[src/shared/gdrv_pkg.sv]
package gdrv_pkg;
    // ------------------------------------------------------------
    // Clock and timing
    // ------------------------------------------------------------
    localparam int REF_CLK_MHZ = 40; // Logic clock rate
    localparam int INPUT_FILTER_NS = 40; // Deglitch width on the PWM pins
    localparam int RUN_FILTER_NS = 40; // Deglitch width on the run/enable pin
    localparam int SUPPLY_FILTER_NS = 1000; // Supply comparator deglitch width
    // Least times round up to whole cycles
    localparam int INPUT_FILTER_CYC = (INPUT_FILTER_NS * REF_CLK_MHZ + 999) / 1000;
    localparam int RUN_FILTER_CYC = (RUN_FILTER_NS * REF_CLK_MHZ + 999) / 1000;
    localparam int SUPPLY_FILTER_CYC = (SUPPLY_FILTER_NS * REF_CLK_MHZ + 999) / 1000;

    // ------------------------------------------------------------
    // Filter channels
    // ------------------------------------------------------------
    localparam int CH_COUNT = 6; // Number of filtered inputs
    localparam int CH_IN_POS = 0; // Non-inverting PWM input
    localparam int CH_IN_NEG = 1; // Inverting PWM input
    localparam int CH_RUN = 2; // Run/enable input
    localparam int CH_VCC_TRIP = 3; // Input-side supply below threshold
    localparam int CH_VDD_TRIP = 4; // Output-side supply below 12 V
    localparam int CH_VDD_REL = 5; // Output-side supply above 12 V plus 800 mV
    localparam int CNT_W = 8; // Filter counter width

    // ------------------------------------------------------------
    // Reset values
    // ------------------------------------------------------------
    localparam logic [CH_COUNT-1:0] FILT_RST = 6'h18; // Inputs low, supplies locked
    localparam logic LOCK_RST = 1'b1; // Lockout holds from reset

    // Filter length in cycles for one channel
    function automatic logic [CNT_W-1:0] gdrv_filt_len(input int ch);
        if (ch == CH_RUN) begin
            return CNT_W'(RUN_FILTER_CYC);
        end else if (ch >= CH_VCC_TRIP) begin
            return CNT_W'(SUPPLY_FILTER_CYC);
        end
        return CNT_W'(INPUT_FILTER_CYC);
    endfunction : gdrv_filt_len
endpackage : gdrv_pkg

[src/logic/gdrv_gate_ctrl.sv]
`timescale 1ns/100ps
// Summary of operation
// Deglitch both PWM inputs and run pin
// Pulses shorter than filter never reach gate
// Floating inputs keep gate output low
// Either supply locked out forces gate low
// Gate high only after both supplies good
// Output supply trips 12 V, 800 mV hysteresis
// Supply lockout detection is deglitched too
// Supply-good flag pulled low during lockout
// Lockout stops sense conversion, output low
// Host pulls supply-good flag up externally
// Run pin low past filter disables driver
// Run pin defaults disabled, host drives high
// Gate high needs pos high, neg low, enabled
module gdrv_gate_ctrl (
    input wire logic ref_clk,
    input wire logic reset,
    input wire logic in_pos,
    input wire logic in_neg,
    input wire logic run_enable,
    input wire logic vcc_below_trip,
    input wire logic vdd_below_trip,
    input wire logic vdd_above_release,
    input wire logic sense_pwm_raw,
    output logic gate_drive_output,
    output logic supply_good_out,
    output logic supply_good_oe,
    output logic isolated_sense_pwm_output,
    output logic sense_convert_enable
);
    import gdrv_pkg::*;

    // ------------------------------------------------------------
    // Synchronisers and deglitch filters
    // ------------------------------------------------------------
    logic [CH_COUNT-1:0] raw_in; // Pin levels gathered by channel
    logic [2:0] sync_q [CH_COUNT]; // Three-stage synchronisers
    logic [CNT_W-1:0] filt_cnt [CH_COUNT]; // Stable-time counters
    logic [CH_COUNT-1:0] filt; // Filtered levels
    logic [2:0] sense_sync; // Synchroniser for the sense pulse train
    logic vcc_lock; // Input-side supply in lockout
    logic vdd_lock; // Output-side supply in lockout
    logic lockout; // Any supply lockout
    logic next_gate; // Gate level for the next cycle

    // Gather the pins in channel order
    assign raw_in = {vdd_above_release, vdd_below_trip, vcc_below_trip,
                     run_enable, in_neg, in_pos};

    // Shift each pin through three flip-flops
    always_ff @(posedge ref_clk) begin
        for (int ch = 0; ch < CH_COUNT; ch++) begin
            if (reset) begin
                sync_q[ch] <= {3{FILT_RST[ch]}};
            end else begin
                sync_q[ch] <= {sync_q[ch][1:0], raw_in[ch]};
            end
        end
    end

    // Accept a new level only after it agrees for the whole filter length
    always_ff @(posedge ref_clk) begin
        for (int ch = 0; ch < CH_COUNT; ch++) begin
            if (reset) begin
                filt[ch] <= FILT_RST[ch];
                filt_cnt[ch] <= '0;
            end else if (sync_q[ch][1] == sync_q[ch][2] && sync_q[ch][2] != filt[ch]) begin
                // Candidate differs and stages agree: count stable time
                if (filt_cnt[ch] == gdrv_filt_len(ch) - CNT_W'(1)) begin
                    filt[ch] <= sync_q[ch][2];
                    filt_cnt[ch] <= '0;
                end else begin
                    filt_cnt[ch] <= filt_cnt[ch] + CNT_W'(1);
                end
            end else begin
                // Glitch or no change: restart the count
                filt_cnt[ch] <= '0;
            end
        end
    end

    // ------------------------------------------------------------
    // Supply lockout
    // ------------------------------------------------------------
    // Input-side lockout follows its filtered comparator
    always_ff @(posedge ref_clk) begin
        if (reset) begin
            vcc_lock <= LOCK_RST;
        end else begin
            vcc_lock <= filt[CH_VCC_TRIP];
        end
    end

    // Output-side lockout trips at 12 V and releases only above the hysteresis band
    always_ff @(posedge ref_clk) begin
        if (reset) begin
            vdd_lock <= LOCK_RST;
        end else if (filt[CH_VDD_TRIP]) begin
            vdd_lock <= 1'b1;
        end else if (filt[CH_VDD_REL]) begin
            vdd_lock <= 1'b0;
        end
    end

    // Either supply in lockout holds the gate off
    assign lockout = vcc_lock | vdd_lock;

    // ------------------------------------------------------------
    // Gate drive
    // ------------------------------------------------------------
    // High only with pos high, neg low, run enabled and no lockout
    always_comb begin
        next_gate = filt[CH_IN_POS] & ~filt[CH_IN_NEG];
        if (!filt[CH_RUN]) begin
            next_gate = 1'b0;
        end
        if (lockout) begin
            next_gate = 1'b0;
        end
    end

    // Register the gate level
    always_ff @(posedge ref_clk) begin
        if (reset) begin
            gate_drive_output <= 1'b0;
        end else begin
            gate_drive_output <= next_gate;
        end
    end

    // ------------------------------------------------------------
    // Supply-good flag and sense output
    // ------------------------------------------------------------
    // Open-drain flag: drive low during lockout, release otherwise
    always_ff @(posedge ref_clk) begin
        if (reset) begin
            supply_good_out <= 1'b0;
            supply_good_oe <= 1'b1;
        end else begin
            supply_good_out <= 1'b0;
            supply_good_oe <= lockout;
        end
    end

    // Sense pulse train sync
    always_ff @(posedge ref_clk) begin
        if (reset) begin
            sense_sync <= 3'h0;
        end else begin
            sense_sync <= {sense_sync[1:0], sense_pwm_raw};
        end
    end

    // Conversion runs and output follows only outside lockout
    always_ff @(posedge ref_clk) begin
        if (reset) begin
            sense_convert_enable <= 1'b0;
            isolated_sense_pwm_output <= 1'b0;
        end else begin
            sense_convert_enable <= ~lockout;
            if (lockout) begin
                isolated_sense_pwm_output <= 1'b0;
            end else if (sense_sync[1] == sense_sync[2]) begin
                isolated_sense_pwm_output <= sense_sync[2];
            end
        end
    end
endmodule : gdrv_gate_ctrl

[config.mk]
export PLATFORM = sky130hd
export DESIGN_NAME = gdrv_gate_ctrl
export DESIGN_NICKNAME = d
export VERILOG_FILES = /design/src/shared/gdrv_pkg.sv /design/src/logic/gdrv_gate_ctrl.sv
export SDC_FILE = /design/constraint.sdc
export NUM_CORES = 1
export LEC_CHECK = 0
export ABC_AREA = 1
export BUFFER_PORTS_ARGS = -buffer_cell sky130_fd_sc_hd__buf_4
export CAP_MARGIN = 25
export CORE_MARGIN = 4
export CORE_UTILIZATION = 55
export CTS_BUF_LIST = sky130_fd_sc_hd__clkbuf_8 sky130_fd_sc_hd__clkbuf_16
export CTS_CLUSTER_SIZE = 10
export DETAILED_ROUTE_END_ITERATION = 6
export GPL_TIMING_DRIVEN = 0
export PLACE_DENSITY = 0.81
export SYNTH_ARGS = -nofsm -noshare
export SYNTH_HDL_FRONTEND = slang
export SYNTH_SLANG_ARGS = --single-unit
[constraint.sdc]
create_clock -name ref_clk -period 1.4 [get_ports ref_clk]
set_input_delay 0 -clock ref_clk [delete_from_list [all_inputs] [get_ports ref_clk]]
set_output_delay 0 -clock ref_clk [all_outputs]
set_load 0.03 [all_outputs]
# Yosys cells after proc, flatten, opt, wreduce, memory -nomap -nowiden
# Memories as Yosys holds them, arrays and structs flattened.
# Index checks and enable logic that the tools add are counted.
# word_totals
register_bits	15
mem_bits_rw	66
input_bits	9
output_inout_bits	5
wordCells	198
n_memories	2
# memory_table
name	depth	width	rd	rd_ports_with_merged_regs	wr	line	text
filt_cnt	6	8	6	0	6	gdrv_gate_ctrl.sv:39	logic [CNT_W-1:0] filt_cnt [CH_COUNT];
sync_q	6	3	6	0	6	gdrv_gate_ctrl.sv:38	logic [2:0] sync_q [CH_COUNT];
# op_classes
n_addsub	10
n_eq_ne	19
n_mux	110
bitwise	29
reduce_logical	15
# ops
op	count
$mux 8	26
$mux 1	75
$add 8x1->8 const B	6
$eq 8x8->1	4
$sub 8x1->8 const B	4
$or 1x1->1	25
$mux 3	6
$mux 6	3
$eq 8x1->1 const B	2
$reduce_and 2->1	6
$eq 1x1->1	7
$logic_and 1x1->1	6
$ne 1x1->1	6
$reduce_or 2->1	2
$not 1->1	3
$reduce_or 3->1	1
$and 1x1->1	1

# Logic depth before layout (Yosys ltp)
# An unclocked memory read counts as a cell.
# logic_depth
ltp_word	17
mapped_depth	8
ltp_nobuf	8

# Worst setup path before layout
# OpenSTA, ideal clock, no wires.
# synth_timing
path_type	flip-flop to flip-flop
from	memory filt_cnt[3][0]
to	memory filt_cnt[3][4] (data pin)
setup_ns	0.258
t_arrival_ns	1.058
required_time_ns	1.142
slack_ns	0.084
path_stages_with_launch	9
synth_period_minus_slack_ns	1.316
path_cell_list	edfxtp_1 > ha_1 > nand2_1 > inv_1 > nand2_1 > nor2_2 > nor2_4 > inv_4 > nor2_2
# synth_lines
element	line
start: declaration	gdrv_gate_ctrl.sv:39

==> run metrics <==
outcome finished clean; placer congestion estimate 0.8012; Die Y 92.41 um; EDFF count, synth between 40 and 50; Worst-path clk slew 0.08 ns; Hold Path Class input port to flop; Post-DRT Antenna Nets 0; post-synthesis async set-or-reset flop share 0%; die width about 92 um; most frequent cells in the layout nand2_1, nor2_1, inv_1, conb_1, edfxtp_1; CTS tree yes; CTS sink count 81; CP endpoint kind flop; fin crit share 98.10%; die area 8540 um^2; gr usage total approximately 17%; endpoints failing hold 0; Clk Latency, worst-skew pair 0.34 ns; global-route wire length before repair 11900 um; ys flop type edfxtp_1; minimum clock period about 1.4 ns; MaxCap Viol Count 0; layout net count 571; crit path launch type flop; worst vdd ir 0.8122 mV; core area 6869 um^2; synth warn 0; setup TNS 0 ns; htree depth 3; register area share after synthesis 53.64%; total global routing overflow 0; Port-buffer cells 12; drt pass-1 iters 4; Seq cells post-synth 81; share of cells above drive strength 1 25.27%; Clock Path Buffers 2; Post-Synthesis Cells 453; largest net degree at the start of global routing 15; 1st-iter DRT viols 120; Achievable Freq 0.7281 GHz; leakage power 2.190 nW; CP delay by family, top flip-flops; DRC viols 0; Placed Area 4305 um^2; Max Slew Vio Count 0; Mapped Area 3919 um^2; CP bufs+invs 3; initial antenna violation count 0; ant diodes 0; Crit Path Class flop to flop; synthesized area per cell between 8 and 9 um^2; Design Area, Final 4965 um^2; TritonCTS buffer count 9; Min Hold Slack 0.1366 ns; IO Count 14; WL/cell 11.18 um; DP HPWL ~4700 um; Setup-failing EPs final 0; total number of vias 3061; Initial Util 57.05%; slowest cell on the critical path edfxtp_1; Rows 30; library cells used by synthesis 31; fin util 72.28%; area delta synth->final 26.69%; vias in the first global route 2921; vias per cell 4.680; Root Driver clkbuf_8; clk_skew 0.006390 ns; Largest stage delay, worst path 0.45 ns; Pwr Total 4.728 mW; pwr dens 952.3 nW/um^2; Critical Path RT 1.50 ns; CP max FO 5; critical path cell sequence inv_2 > nand3_1 > inv_1 > nand2_1 > nand3_4 > buf_6 > nor2_1; commonest non-fill, non-tap cell in the layout nand2_1; drt total wl roughly 7300 um; setup repair after global routing missed its margin true; Critical Path AT 1.47 ns
[tightest hold or removal path: stages]
cell and delay [ns]:
buf_4 0.15, buf_2 0.18, nor2_1 0.10
[routing by layer]
layer | wire (um) | vias up | global-route usage, %
li1 | - | 1561 | -
met1 | 3054 | 1421 | 20.56
met2 | 3857 | 60 | 29.85
met3 | 227 | 19 | 3.006
met4 | 172 | 0 | 8.663
met5 | 0 | - | 0
[cell usage after synthesis (2+ instances only)]
| cell type | number | area (um^2) |
|---|---|---|
| buf_4 | 2 | 15.01 |
| inv_1 | 65 | 244.0 |
| dfxtp_1 | 33 | 660.6 |
| ha_1 | 9 | 112.6 |
| a21oi_2 | 4 | 35.03 |
| edfxtp_1 | 48 | 1441 |
| nand2_1 | 83 | 311.6 |
| inv_2 | 5 | 18.77 |
| nor3_1 | 2 | 10.01 |
| nand3_1 | 30 | 150.1 |
| nand3b_1 | 2 | 15.01 |
| xor2_1 | 13 | 113.9 |
| a21oi_1 | 11 | 55.05 |
| conb_1 | 2 | 7.510 |
| or2_2 | 5 | 31.28 |
| xnor2_1 | 9 | 78.83 |
| nor2_1 | 93 | 349.1 |
| buf_2 | 2 | 10.01 |
| nand2_2 | 6 | 37.54 |
| nor2_4 | 5 | 56.30 |
| o21ai_1 | 2 | 10.01 |
| nor2_2 | 13 | 81.33 |
[state kept, by name (all words and copies together) (netlist names)]
register / cells
sense_convert_enable: 1
sense_sync: 3
gate_drive_output: 1
vdd_lock: 1
filt_cnt: 48
supply_good_oe: 1
vcc_lock: 1
sync_q: 18
isolated_sense_pwm_output: 1
filt: 6
[area by class of cell]
class,count,area (um^2)
Buffer,4,25.02
Clock buffer,10,137.6
Clock inverter,6,66.31
Fill cell,466,1904
Inverter,72,277.8
Multi-Input combinational cell,343,1896
Sequential cell,81,2102
Tap cell,96,120.1
Timing Repair Buffer,42,340.3
[power by group]
| group | leakage (nW) | internal (mW) | switching [mW] | total [mW] |
|---|---|---|---|---|
| registers | 0.765 | 2.60 | 0.0665 | 2.66 |
| logic | 1.33 | 0.141 | 0.193 | 0.333 |
| clock network | 0.0965 | 0.876 | 0.854 | 1.73 |
[timing repair]
item                       4_1_cts  5_1_grt
hold endpoints to repair         7        0
hold buffers                     7        0
pin swaps                        7       20
gates resized for setup          9       55
buffers inserted                 6       18
setup endpoints to repair       40       47
cloned                           0        0
[final timing paths]
path | startpoint | end | slack [ns] | depth (start not counted)
setup / recovery | filt_cnt[5][3]$_SDFFCE_PP0P_ | filt_cnt[5][4]$_SDFFCE_PP0P_ | 0.03 | 7
hold / removal | reset | sync_q[5][1]$_SDFF_PP0_ | 0.14 | 3
setup reg to reg | filt_cnt[5][3]$_SDFFCE_PP0P_ | filt_cnt[5][4]$_SDFFCE_PP0P_ | 0.03 | 7
hold reg to reg | sync_q[1][0]$_SDFF_PP0_ | sync_q[1][1]$_SDFF_PP0_ | 0.41 | 2
[kinds of logic after synthesis]
kind of cell               synth area share (%)
and+or+nand+nor                           27.87
DFF                                       53.64
buffers and inverters                     7.631
xor gates and xnor gates                  4.917
AOI/OAI and AO/OA                         2.873
adders and majority gates                 2.874
other                                    0.1916
[stage by stage]
| stage | std cells | worst slack (ns) |
|---|---|---|
| 6_report | 654 | 0.02665 |
| 5_1_grt | 654 | -0.06585 |
| 4_1_cts | 637 | 0.002242 |
| 3_5_place_dp | 608 | -0.08762 |
| 3_3_place_gp | 608 | -0.02706 |
| 2_1_floorplan | 500 | 0.08398 |
No activity file was read; power rests on OpenSTA's default activity.
